[config.mk]
export PLATFORM = sky130hd
export DESIGN_NAME = tvsf_framer
export DESIGN_NICKNAME = d
export VERILOG_FILES = /design/src/logic/tvsf_pkg.sv /design/src/logic/tvsf_crc16.sv /design/src/logic/tvsf_framer.sv
export VERILOG_INCLUDE_DIRS = /design/src /design/src/logic
export SDC_FILE = /design/constraint.sdc
export NUM_CORES = 2
export LEC_CHECK = 0
export ABC_AREA = 1
export BUFFER_PORTS_ARGS = -buffer_cell sky130_fd_sc_hd__buf_2
export CORE_AREA = 2 2 394 396
export DETAILED_ROUTE_END_ITERATION = 8
export DIE_AREA = 0 0 396 398
export PLACE_DENSITY = 0.85
export SLEW_MARGIN = 20
export SYNTH_ARGS = -nofsm -noshare
export SYNTH_HDL_FRONTEND = slang
export SYNTH_SLANG_ARGS = --single-unit
[constraint.sdc]
create_clock -name clk_sys -period 13.7 [get_ports clk_sys]
set_clock_uncertainty 0.15 [all_clocks]
set_input_delay 1.37 -clock clk_sys [delete_from_list [all_inputs] [get_ports clk_sys]]
set_output_delay 1.37 -clock clk_sys [all_outputs]
set_load 0.02 [all_outputs]
[src/logic/tvsf_map.svh]
`ifndef TVSF_MAP_SVH
`define TVSF_MAP_SVH
`define TVSF_CLK_MHZ 250
`define TVSF_US_PER_MS 1000
`define TVSF_FRAME_US 37040
`define TVSF_SYNC_TO_MS 185
`define TVSF_LINE_US 500
`define TVSF_PKT_TO_LINES 3
`define TVSF_B_ID_HI 8'd0
`define TVSF_B_ID_LO 8'd1
`define TVSF_B_CRC_HI 8'd2
`define TVSF_B_CRC_LO 8'd3
`define TVSF_HDR_BYTES 8'd4
`define TVSF_PAY_RAW 8'd160
`define TVSF_PAY_RGB 8'd240
`define TVSF_ROWS 12'd60
`define TVSF_PKTS_TEL 12'd63
`define TVSF_TEL_LINES 12'd3
`define TVSF_LINE_PIX 7'd80
`define TVSF_ID_NUM_MASK 16'h0fff
`define TVSF_DISCARD_ID 16'h0f00
`define TVSF_CRC_POLY 16'h1021
`define TVSF_CRC_INIT 16'h0000
`define TVSF_RAW_MASK 16'h3fff
`define TVSF_AGC_MASK 16'h00ff
`define TVSF_FCNT_STEP 32'd3
`define TVSF_DUP_LAST 2'd2
`define TVSF_FCNT_COL_HI 7'd0
`define TVSF_FCNT_COL_LO 7'd1
`define TVSF_BIT_LAST 3'd7
`define TVSF_RGB_LAST_SUB 2'd2
`define TVSF_RAW_LAST_SUB 2'd1
`endif

[src/logic/tvsf_pkg.sv]
package tvsf_pkg;

  typedef enum logic [1:0] {LINK_READY, LINK_SYNCED, LINK_LOST} tvsf_link_t;

  typedef enum logic [1:0] {PREP_IDLE, PREP_ID, PREP_ZERO, PREP_PIX} tvsf_prep_t;

  typedef struct packed {
    logic three_byte_colour_format;
    logic telemetry_en;
    logic telemetry_footer;
    logic automatic_gain_control;
    logic linear_temperature_output;
  } tvsf_cfg_t;

  typedef struct packed {
    logic tel;
    logic [5:0] line;
    logic [6:0] col;
  } tvsf_pix_req_t;

endpackage

[src/logic/tvsf_crc16.sv]
`timescale 1ns/1ps
`default_nettype none
`include "tvsf_map.svh"
module tvsf_crc16 (
  input wire logic clk_sys,
  input wire logic sys_rst,
  input wire logic ce,
  input wire logic clr,
  input wire logic en,
  input wire logic nb3,
  input wire logic [23:0] data,
  output logic [15:0] crc
);

  logic [15:0] crc_q;
  logic [15:0] crc_d;

  // Two or three bytes per cycle, most significant byte first, as they go on the wire.
  always_comb begin
    logic fb;
    fb = 1'b0;
    crc_d = crc_q;
    for (int i = 23; i >= 0; i--) begin
      if (i < 16 || nb3) begin
        fb = crc_d[15] ^ data[i];
        crc_d = {crc_d[14:0], 1'b0} ^ (fb ? `TVSF_CRC_POLY : 16'h0000);
      end
    end
  end

  always_ff @(posedge clk_sys or posedge sys_rst) begin
    if (sys_rst) begin
      crc_q <= `TVSF_CRC_INIT;
    end else if (ce) begin
      if (clr) begin
        crc_q <= `TVSF_CRC_INIT;
      end else if (en) begin
        crc_q <= crc_d;
      end
    end
  end

  assign crc = crc_q;

endmodule
`default_nettype wire

[src/logic/tvsf_framer.sv]
`timescale 1ns/1ps
`default_nettype none
`include "tvsf_map.svh"
// Behaviour
// - Packet is four header bytes plus payload.
// - Raw format: 164 bytes, 60 or 63 packets.
// - Colour format: 244 bytes, 60 packets, no telemetry.
// - Header is ID word then CRC word.
// - Packet numbers restart at zero each frame.
// - CRC polynomial x16 + x12 + x5 + 1.
// - CRC spans packet, reserved and CRC zeroed.
// - Discard packets until synced and between frames.
// - Discard ID has nibble F, full payload.
// - Raw payload: 80 two-byte pixels in order.
// - Gain control off: top two bits zero, except with linear temperature output (full 16 bits).
// - Gain control on: top eight bits zero.
// - Colour payload: red, green, blue per pixel.
// - Telemetry lines placed as header or footer.
// - Frames near 27 Hz, two duplicates each.
// - Frame counter advances on unique frames only.
// - Long idle deselect resets to ready state.
// - Select after timeout starts a packet at once.
// - Video follows at next frame after first packet.
// - Mode 3, change on falling edge, MSB first.
// - Packet unfinished within three lines loses sync.
module tvsf_framer
  import tvsf_pkg::*;
#(
  parameter logic [31:0] FRAME_CYC = 32'(`TVSF_FRAME_US * `TVSF_CLK_MHZ),
  parameter logic [31:0] SYNC_TO_CYC = 32'(`TVSF_SYNC_TO_MS * `TVSF_US_PER_MS * `TVSF_CLK_MHZ),
  parameter logic [31:0] PKT_TO_CYC = 32'(`TVSF_PKT_TO_LINES * `TVSF_LINE_US * `TVSF_CLK_MHZ)
) (
  input wire logic clk_sys,
  input wire logic sys_rst,
  input wire logic ce,
  input wire logic spi_sck,
  input wire logic spi_cs_n,
  output logic spi_miso,
  output logic spi_miso_oe,
  input wire tvsf_cfg_t cfg,
  output tvsf_pix_req_t pix_req,
  output logic pix_rd,
  input wire logic [23:0] pix_data,
  output logic frame_strobe,
  output logic frame_unique,
  output logic [31:0] frame_count,
  output logic link_synced,
  output logic link_lost
);

  logic [1:0] pin_in;
  logic sck_s;
  logic cs_n_s;
  logic sck_prev_q;
  logic fall;
  logic rise;

  assign pin_in = {spi_cs_n, spi_sck};

  genvar g;
  generate
    for (g = 0; g < 2; g++) begin : g_sync
      logic meta_q;
      logic sync_q;
      always_ff @(posedge clk_sys or posedge sys_rst) begin
        if (sys_rst) begin
          meta_q <= 1'b1;
          sync_q <= 1'b1;
        end else if (ce) begin
          meta_q <= pin_in[g];
          sync_q <= meta_q;
        end
      end
    end
  endgenerate

  assign sck_s = g_sync[0].sync_q;
  assign cs_n_s = g_sync[1].sync_q;

  always_ff @(posedge clk_sys or posedge sys_rst) begin
    if (sys_rst) begin
      sck_prev_q <= 1'b1;
    end else if (ce) begin
      sck_prev_q <= sck_s;
    end
  end

  assign fall = ~cs_n_s & sck_prev_q & ~sck_s;
  assign rise = ~cs_n_s & ~sck_prev_q & sck_s;

  // Frame pacing and duplicate counting.
  logic [31:0] frm_cnt_q;
  logic [1:0] dup_q;
  logic [31:0] fcnt_q;
  logic fcnt_run_q;
  logic frame_evt;
  logic unique_evt;
  logic strobe_q;
  logic unique_q;

  assign frame_evt = (frm_cnt_q == FRAME_CYC - 32'd1);
  assign unique_evt = frame_evt && (dup_q == 2'd0);

  always_ff @(posedge clk_sys or posedge sys_rst) begin
    if (sys_rst) begin
      frm_cnt_q <= 32'h0000_0000;
      dup_q <= 2'd0;
      strobe_q <= 1'b0;
      unique_q <= 1'b0;
    end else if (ce) begin
      frm_cnt_q <= frame_evt ? 32'h0000_0000 : frm_cnt_q + 32'd1;
      if (frame_evt) begin
        dup_q <= (dup_q == `TVSF_DUP_LAST) ? 2'd0 : dup_q + 2'd1;
      end
      strobe_q <= frame_evt;
      unique_q <= unique_evt;
    end
  end

  always_ff @(posedge clk_sys or posedge sys_rst) begin
    if (sys_rst) begin
      fcnt_q <= 32'h0000_0000;
      fcnt_run_q <= 1'b0;
    end else if (ce && unique_evt) begin
      fcnt_run_q <= 1'b1;
      if (fcnt_run_q) begin
        fcnt_q <= fcnt_q + `TVSF_FCNT_STEP;
      end
    end
  end

  // Interface timeout and intra-packet timeout.
  logic [31:0] to_cnt_q;
  logic [31:0] pkt_tmr_q;
  logic link_idle;
  logic timeout_evt;
  logic pkt_to_evt;
  logic busy_q;
  logic prep_go_q;

  assign link_idle = cs_n_s & sck_s;
  assign timeout_evt = link_idle && (to_cnt_q == SYNC_TO_CYC - 32'd1);
  assign pkt_to_evt = busy_q && (pkt_tmr_q == PKT_TO_CYC - 32'd1);

  always_ff @(posedge clk_sys or posedge sys_rst) begin
    if (sys_rst) begin
      to_cnt_q <= 32'h0000_0000;
    end else if (ce) begin
      if (!link_idle) begin
        to_cnt_q <= 32'h0000_0000;
      end else if (to_cnt_q != SYNC_TO_CYC) begin
        to_cnt_q <= to_cnt_q + 32'd1;
      end
    end
  end

  always_ff @(posedge clk_sys or posedge sys_rst) begin
    if (sys_rst) begin
      pkt_tmr_q <= 32'h0000_0000;
    end else if (ce) begin
      if (prep_go_q || !busy_q) begin
        pkt_tmr_q <= 32'h0000_0000;
      end else if (pkt_tmr_q != PKT_TO_CYC) begin
        pkt_tmr_q <= pkt_tmr_q + 32'd1;
      end
    end
  end

  // Link state and packet sequencing.
  tvsf_link_t st_q;
  tvsf_cfg_t cfg_q;
  logic seen_q;
  logic in_frame_q;
  logic pend_q;
  logic is_vid_q;
  logic [11:0] pkt_q;
  logic [11:0] npkts;
  logic video_now;
  logic pkt_done;
  logic frame_end;
  logic frame_busy;

  assign npkts = (cfg_q.telemetry_en && !cfg_q.three_byte_colour_format) ? `TVSF_PKTS_TEL : `TVSF_ROWS;
  // video only when synced with a frame
  assign video_now = (st_q == LINK_SYNCED) && (in_frame_q || pend_q);
  assign frame_end = pkt_done && is_vid_q && (pkt_q == npkts - 12'd1);
  assign frame_busy = (in_frame_q && !frame_end) || pend_q;

  always_ff @(posedge clk_sys or posedge sys_rst) begin
    if (sys_rst) begin
      st_q <= LINK_READY;
      seen_q <= 1'b0;
      in_frame_q <= 1'b0;
      pend_q <= 1'b0;
      pkt_q <= 12'h000;
    end else if (ce) begin
      if (timeout_evt) begin
        st_q <= LINK_READY;
        seen_q <= 1'b0;
        in_frame_q <= 1'b0;
        pend_q <= 1'b0;
        pkt_q <= 12'h000;
      end else begin
        if (prep_go_q && video_now && pend_q) begin
          pend_q <= 1'b0;
          in_frame_q <= 1'b1;
        end
        if (pkt_done && st_q == LINK_READY) begin
          seen_q <= 1'b1;
        end
        if (frame_end) begin
          pkt_q <= 12'h000;
          in_frame_q <= 1'b0;
        end else if (pkt_done && is_vid_q) begin
          pkt_q <= pkt_q + 12'd1;
        end
        if ((pkt_to_evt || (frame_evt && frame_busy)) && st_q == LINK_SYNCED) begin
          st_q <= LINK_LOST;
          in_frame_q <= 1'b0;
          pend_q <= 1'b0;
          pkt_q <= 12'h000;
        end else if (frame_evt) begin
          case (st_q)
            LINK_READY: begin
              if (seen_q) begin
                st_q <= LINK_SYNCED;
                pend_q <= 1'b1;
              end
            end
            LINK_SYNCED: begin
              pend_q <= 1'b1;
            end
            default: begin
            end
          endcase
        end
      end
    end
  end

  // Line selection for the next packet.
  logic sel_tel;
  logic [5:0] sel_line;
  logic tel_on;

  assign tel_on = cfg.telemetry_en && !cfg.three_byte_colour_format;

  always_comb begin
    sel_tel = 1'b0;
    sel_line = pkt_q[5:0];
    if (tel_on && cfg.telemetry_footer && pkt_q >= `TVSF_ROWS) begin
      sel_tel = 1'b1;
      sel_line = 6'(pkt_q - `TVSF_ROWS);
    end else if (tel_on && !cfg.telemetry_footer) begin
      if (pkt_q < `TVSF_TEL_LINES) begin
        sel_tel = 1'b1;
      end else begin
        sel_line = 6'(pkt_q - `TVSF_TEL_LINES);
      end
    end
  end

  // Packet preparation: the whole payload is fetched and folded into the CRC
  // before the CRC bytes are due, so the header can lead the payload.
  tvsf_prep_t prep_q;
  tvsf_pix_req_t req_q;
  logic [15:0] id_q;
  logic rd_q;
  logic rd_v_q;
  logic wr_v_q;
  logic [6:0] wr_col_q;
  logic boot_q;
  logic [23:0] pix_word;
  logic [23:0] crc_data;
  logic crc_en;
  logic [15:0] crc;
  logic [23:0] line_mem [0:79];

  always_ff @(posedge clk_sys or posedge sys_rst) begin
    if (sys_rst) begin
      boot_q <= 1'b1;
      prep_go_q <= 1'b0;
    end else if (ce) begin
      boot_q <= 1'b0;
      // next packet is readied at once
      prep_go_q <= pkt_done || timeout_evt || boot_q;
    end
  end

  always_ff @(posedge clk_sys or posedge sys_rst) begin
    if (sys_rst) begin
      prep_q <= PREP_IDLE;
      cfg_q <= '0;
      is_vid_q <= 1'b0;
      id_q <= `TVSF_DISCARD_ID;
      req_q <= '0;
    end else if (ce) begin
      if (prep_go_q) begin
        cfg_q <= cfg;
        is_vid_q <= video_now;
        id_q <= video_now ? {4'h0, pkt_q} : `TVSF_DISCARD_ID;
        req_q <= '{tel: sel_tel, line: sel_line, col: 7'd0};
        prep_q <= PREP_ID;
      end else begin
        case (prep_q)
          PREP_ID: prep_q <= PREP_ZERO;
          PREP_ZERO: prep_q <= PREP_PIX;
          PREP_PIX: begin
            if (req_q.col == `TVSF_LINE_PIX - 7'd1) begin
              prep_q <= PREP_IDLE;
            end else begin
              req_q.col <= req_q.col + 7'd1;
            end
          end
          default: begin
          end
        endcase
      end
    end
  end

  always_ff @(posedge clk_sys or posedge sys_rst) begin
    if (sys_rst) begin
      rd_q <= 1'b0;
      rd_v_q <= 1'b0;
      wr_v_q <= 1'b0;
      wr_col_q <= 7'd0;
    end else if (ce) begin
      rd_q <= (prep_q == PREP_PIX) && is_vid_q && !prep_go_q;
      rd_v_q <= (prep_q == PREP_PIX) && !prep_go_q;
      wr_v_q <= rd_v_q;
      wr_col_q <= pix_req.col;
    end
  end

  always_ff @(posedge clk_sys or posedge sys_rst) begin
    if (sys_rst) begin
      pix_req <= '0;
    end else if (ce) begin
      pix_req <= req_q;
    end
  end

  always_comb begin
    pix_word = 24'h00_0000;
    if (is_vid_q) begin
      if (cfg_q.three_byte_colour_format) begin
        pix_word = pix_data;
      end else if (pix_req.tel) begin
        pix_word = {8'h00, pix_data[15:0]};
        // counter carried in first telemetry line
        if (pix_req.line == 6'd0 && wr_col_q == `TVSF_FCNT_COL_HI) begin
          pix_word = {8'h00, fcnt_q[31:16]};
        end else if (pix_req.line == 6'd0 && wr_col_q == `TVSF_FCNT_COL_LO) begin
          pix_word = {8'h00, fcnt_q[15:0]};
        end
      end else if (cfg_q.automatic_gain_control) begin
        // gain control narrows to eight bits
        pix_word = {8'h00, pix_data[15:0] & `TVSF_AGC_MASK};
      end else if (cfg_q.linear_temperature_output) begin
        pix_word = {8'h00, pix_data[15:0]};
      end else begin
        pix_word = {8'h00, pix_data[15:0] & `TVSF_RAW_MASK};
      end
    end
  end

  always_ff @(posedge clk_sys) begin
    if (ce && wr_v_q) begin
      line_mem[wr_col_q] <= pix_word;
    end
  end

  // reserved ID bits and CRC field enter as zero
  always_comb begin
    crc_data = 24'h00_0000;
    if (prep_q == PREP_ID) begin
      crc_data = {8'h00, id_q & `TVSF_ID_NUM_MASK};
    end else if (wr_v_q) begin
      crc_data = pix_word;
    end
  end

  assign crc_en = (prep_q == PREP_ID) || (prep_q == PREP_ZERO) || wr_v_q;

  tvsf_crc16 u_crc (
    .clk_sys(clk_sys),
    .sys_rst(sys_rst),
    .ce(ce),
    .clr(prep_go_q),
    .en(crc_en),
    .nb3(wr_v_q && cfg_q.three_byte_colour_format),
    .data(crc_data),
    .crc(crc)
  );

  // Serial side: bytes are fetched at the falling edge that starts them.
  logic [2:0] bit_q;
  logic [7:0] byte_q;
  logic [7:0] sh_q;
  logic miso_q;
  logic [6:0] pay_pix_q;
  logic [1:0] pay_sub_q;
  logic [7:0] last_byte;
  logic [1:0] last_sub;
  logic [23:0] pay_word;
  logic [7:0] byte_val;

  assign last_byte = `TVSF_HDR_BYTES - 8'd1 + (cfg_q.three_byte_colour_format ? `TVSF_PAY_RGB : `TVSF_PAY_RAW);
  assign last_sub = cfg_q.three_byte_colour_format ? `TVSF_RGB_LAST_SUB : `TVSF_RAW_LAST_SUB;
  assign pkt_done = rise && (bit_q == `TVSF_BIT_LAST) && (byte_q == last_byte);
  assign pay_word = line_mem[pay_pix_q];

  always_comb begin
    byte_val = 8'h00;
    if (byte_q == `TVSF_B_ID_HI) begin
      byte_val = id_q[15:8];
    end else if (byte_q == `TVSF_B_ID_LO) begin
      byte_val = id_q[7:0];
    end else if (byte_q == `TVSF_B_CRC_HI) begin
      byte_val = crc[15:8];
    end else if (byte_q == `TVSF_B_CRC_LO) begin
      byte_val = crc[7:0];
    end else if (cfg_q.three_byte_colour_format) begin
      byte_val = (pay_sub_q == 2'd0) ? pay_word[23:16] : (pay_sub_q == 2'd1) ? pay_word[15:8] : pay_word[7:0];
    end else begin
      byte_val = (pay_sub_q == 2'd0) ? pay_word[15:8] : pay_word[7:0];
    end
  end

  always_ff @(posedge clk_sys or posedge sys_rst) begin
    if (sys_rst) begin
      bit_q <= 3'd0;
      byte_q <= 8'd0;
      sh_q <= 8'h00;
      miso_q <= 1'b0;
      busy_q <= 1'b0;
      pay_pix_q <= 7'd0;
      pay_sub_q <= 2'd0;
    end else if (ce) begin
      if (timeout_evt) begin
        bit_q <= 3'd0;
        byte_q <= 8'd0;
        busy_q <= 1'b0;
        pay_pix_q <= 7'd0;
        pay_sub_q <= 2'd0;
      end else if (fall) begin
        busy_q <= 1'b1;
        if (bit_q == 3'd0) begin
          miso_q <= byte_val[7];
          sh_q <= {byte_val[6:0], 1'b0};
          if (byte_q >= `TVSF_HDR_BYTES) begin
            pay_sub_q <= (pay_sub_q == last_sub) ? 2'd0 : pay_sub_q + 2'd1;
            if (pay_sub_q == last_sub) begin
              pay_pix_q <= pay_pix_q + 7'd1;
            end
          end
        end else begin
          miso_q <= sh_q[7];
          sh_q <= {sh_q[6:0], 1'b0};
        end
      end else if (rise) begin
        // position advances on host clock only
        bit_q <= bit_q + 3'd1;
        if (pkt_done) begin
          byte_q <= 8'd0;
          busy_q <= 1'b0;
          pay_pix_q <= 7'd0;
          pay_sub_q <= 2'd0;
        end else if (bit_q == `TVSF_BIT_LAST) begin
          byte_q <= byte_q + 8'd1;
        end
      end
    end
  end

  assign spi_miso_oe = ~cs_n_s;
  assign spi_miso = miso_q;
  assign pix_rd = rd_q;
  assign frame_strobe = strobe_q;
  assign frame_unique = unique_q;
  assign frame_count = fcnt_q;
  assign link_synced = (st_q == LINK_SYNCED);
  assign link_lost = (st_q == LINK_LOST);

endmodule
`default_nettype wire

==> results.sh <==
export IMPL_layout_common_cells="1920 x edfxtp_1, 1192 x nand2_1, 973 x nor2_1"
export IMPL_synth_seq_cells=2179
export IMPL_ys_seq_area_share_pct=69.95
export IMPL_setup_violations_final=0
export IMPL_cts_buffers=205
export IMPL_synthFlopType="edfxtp_1"
export IMPL_p_leak_uw=0.03623
export IMPL_hp_class="register to register"
export IMPL_synthSimpleGateAreaFrac_pct=13.47
export IMPL_synth_compound_area_share_pct=11.29
export IMPL_clock_path_buffers=3
export IMPL_die_h_um=398
export IMPL_tns_ns=0
export IMPL_max_cap_violations=0
export IMPL_required_ns=14.32
export IMPL_pin_count=87
export IMPL_max_slew_margin_rel_pct=21.40
export IMPL_fmax_ghz=0.1695
export IMPL_post_cts_resized=0
export IMPL_grt_setup_unrepaired="false"
export IMPL_p_per_area_nw_per_um2=197.2
export IMPL_critPathTopFamily="buffers and inverters"
export IMPL_place_area_um2=94560
export IMPL_layout_commonest_cell="edfxtp_1"
export IMPL_timing_final_hold_violations=0
export IMPL_critical_path_buf_inv_count=3
export IMPL_holdWs_ns=0.3099
export IMPL_cpMostUsedCell="nand2_1"
export IMPL_crit_path_top_delay_cell="buf_4"
export IMPL_grt_usage_pct=32.82
export IMPL_ant_nets=0
export IMPL_vias=66400
export IMPL_num_rows=144
export IMPL_setup_ws_ns=7.801
export IMPL_synth_edf_count=1920
export IMPL_yosys_warnings=0
export IMPL_grt_pass1_vias=66010
export IMPL_netlist_area_um2=91710
export IMPL_cts_tree="done"
export IMPL_startpoint_type="register"
export IMPL_die_x_um=396
export IMPL_worstPathArrival_ns=6.52
export IMPL_totalPowerFinal_uw=20030
export IMPL_wl_per_cell_um=25.79
export IMPL_crit_path_max_incr_delay_ns=0.90
export IMPL_core_um2=153300
export IMPL_nFillCells=10220
export IMPL_final_nets=7960
export IMPL_synth_distinct_cells=64
export IMPL_synth_cells=7883
export IMPL_path_max_fanout=92
export IMPL_dieArea_um2=157600
export IMPL_clk_pin_slew_ns=0.06
export IMPL_start_util_pct=59.81
export IMPL_cts_sinks=2179
export IMPL_drive_above_1_share_pct=9.569
export IMPL_max_slew_worst_pin_slew_ns=1.176
export IMPL_synthMuxAreaShare_pct=0.8868
export IMPL_drv_slew=0
export IMPL_antenna_found_initial=10
export IMPL_ctsHoldBuffers=0
export IMPL_synth_adder_area_share_pct=0.3411
export IMPL_worstSkewPairLatency_ns=0.86
export IMPL_dr_pass1_iters=8
export IMPL_globalplace_congestion=0.9636
export IMPL_hpwl_um=143400
export IMPL_synthToLayoutAreaGrowth_pct=10.76
export IMPL_postLayoutCellArea_um2=101600
export IMPL_cts_htree_levels=4
export IMPL_grt_overflow=0
export IMPL_drc=0
export IMPL_crit_chain="buf_4, buf_4, buf_4, o21ai_0, o22ai_1, o21ai_0, o22ai_1, nor2_1, o21ai_0, nand2_1, nand2_1, o21ai_0, nand2_1, nand2_1, nand2_1, nand2_1, nand2_1"
export IMPL_dr_first_iter_drc_count=10890
export IMPL_synth_top_family_by_area="simple AND/OR/NAND/NOR gates"
export IMPL_syn_avg_cell_area_um2=11.63
export IMPL_cts_root_buf="clkbuf_16"
export IMPL_post_cts_buffers=0
export IMPL_grt_pass1_wl_um=390900
export IMPL_portBuffers=86
export IMPL_fin_crit_ns=5.899
export IMPL_async_flop_share_pct=11.89
export IMPL_synth_xor_area_share_pct=0.6399
export IMPL_outcome="completed"
export IMPL_place_ws_ns=8.227
export IMPL_grt_max_degree=187
export IMPL_synth_nets=7942
export IMPL_totalWireLength_um=261100
export IMPL_finalCritPeriodShare_pct=43.06
export IMPL_path_class="register to register"
export IMPL_end_kind="register"
export IMPL_peakVddDrop_mv=0.1909
export IMPL_drt_vias_per_instance=6.559
## worst register-to-register path: stages, from the launching register on
cell and delay [ns]:
dfrtp_4 0.61, buf_4 0.77, buf_4 0.75, buf_4 0.97
o21ai_0 0.36, o22ai_1 0.31, o21ai_0 0.13, o22ai_1 0.49
nor2_1 0.13, o21ai_0 0.33, nand2_1 0.11, nand2_1 0.14
o21ai_0 0.25, nand2_1 0.14, nand2_1 0.05, nand2_1 0.05
nand2_1 0.05, nand2_1 0.05
## cells in the mapped netlist (4+ instances only)
cell type,instances,share of area (%)
a211oi_1,8,0.065
a21boi_1,4,0.033
a21oi_1,272,1.5
a21oi_2,6,0.057
a221oi_1,23,0.22
a31oi_1,9,0.061
buf_1,40,0.16
buf_2,90,0.49
buf_4,9,0.074
clkbuf_1,296,1.2
clkinv_1,7,0.029
dfrtp_1,249,6.8
dfstp_2,10,0.29
edfxtp_1,1920,63
ha_1,25,0.34
inv_1,337,1.4
inv_2,14,0.057
mux2i_1,79,0.86
nand2_1,1199,4.9
nand2_2,30,0.20
nand2_4,8,0.098
nand3_1,389,2.1
nand3b_1,4,0.033
nand4_1,72,0.49
nor2_1,1058,4.3
nor2_2,6,0.041
nor2_4,4,0.049
nor3_1,91,0.50
nor3b_1,10,0.082
nor4_1,46,0.31
o2111ai_1,5,0.048
o211ai_1,131,1.1
o21a_1,9,0.074
o21ai_0,933,5.1
o21ai_1,14,0.076
o221ai_1,142,1.4
o22ai_1,209,1.4
o31ai_1,9,0.074
or2_2,12,0.082
xnor2_1,11,0.11
xor2_1,56,0.53
## layer usage
layer | part of all wire (%) | global-route usage, %
met1 | 34 | 41.46
met2 | 46 | 51.76
met3 | 13 | 7.712
met4 | 7.0 | 20.26
met5 | 0.020 | 0
## state kept, by name (all words and copies together) (netlist names), 7 cells and up
name and flops:
line_mem 1920, frame_count 32, frm_cnt_q 32, pkt_tmr_q 32
to_cnt_q 32, u_crc.crc 16, pix_req 14, req_q 14
id_q 12, pkt_q 12, byte_q 8, pay_pix_q 7
sh_q 7, wr_col_q 7
## where the power goes
part           total, uW  internal [uW]  switching [uW]
clock               5860           3320            2540
combinational       6520           1660            4860
sequential          7650           7480             172
## stage by stage
step,cells,utilization (%)
finish,10120,66.25
global route,10120,66.25
CTS,10120,66.21
detailed placement,9736,61.67
global placement,9736,61.67
floorplan,7883,-
## logic make-up after synthesis
kind of cell | after synthesis
xor gates and xnor gates | 67
and+or+nand+nor | 2947
AOI/OAI and AO/OA | 1789
DFF | 2179
muxes | 81
adders and majority gates | 25
buffers and inverters | 795
## path summary, 6_finish.rpt
path	from	endpoint	slack, ns	cells past startpoint
max reg2reg	pay_pix_q[0]$_DFFE_PP0P_	sh_q[3]$_DFFE_PP0P_	7.80	17
min reg2reg	g_sync[1].meta_q$_DFFE_PP1P_	g_sync[1].meta_q$_DFFE_PP1P_	0.31	2
min	g_sync[1].meta_q$_DFFE_PP1P_	g_sync[1].meta_q$_DFFE_PP1P_	0.31	2
max	pay_pix_q[0]$_DFFE_PP0P_	sh_q[3]$_DFFE_PP0P_	7.80	17
min in group asynchronous	sys_rst	to_cnt_q[24]$_DFFE_PP0P_	0.50	2
max in group asynchronous	sys_rst	frm_cnt_q[26]$_DFFE_PP0P_	11.42	3
## area by class of cell
| type | count | area (um2) | share of cell area (%) |
|---|---|---|---|
| sequential | 2179 | 64160 | 63.17 |
| multi-input combinational | 4909 | 24760 | 24.37 |
| clock buffer | 245 | 5384 | 5.300 |
| tap | 2044 | 2557 | 2.518 |
| timing repair buffer | 248 | 1754 | 1.727 |
| clock inverter | 139 | 1580 | 1.556 |
| inverter | 358 | 1374 | 1.352 |
| antenna | 2 | 5.005 | 0.004927 |
Power figures use the tool's default switching activity.
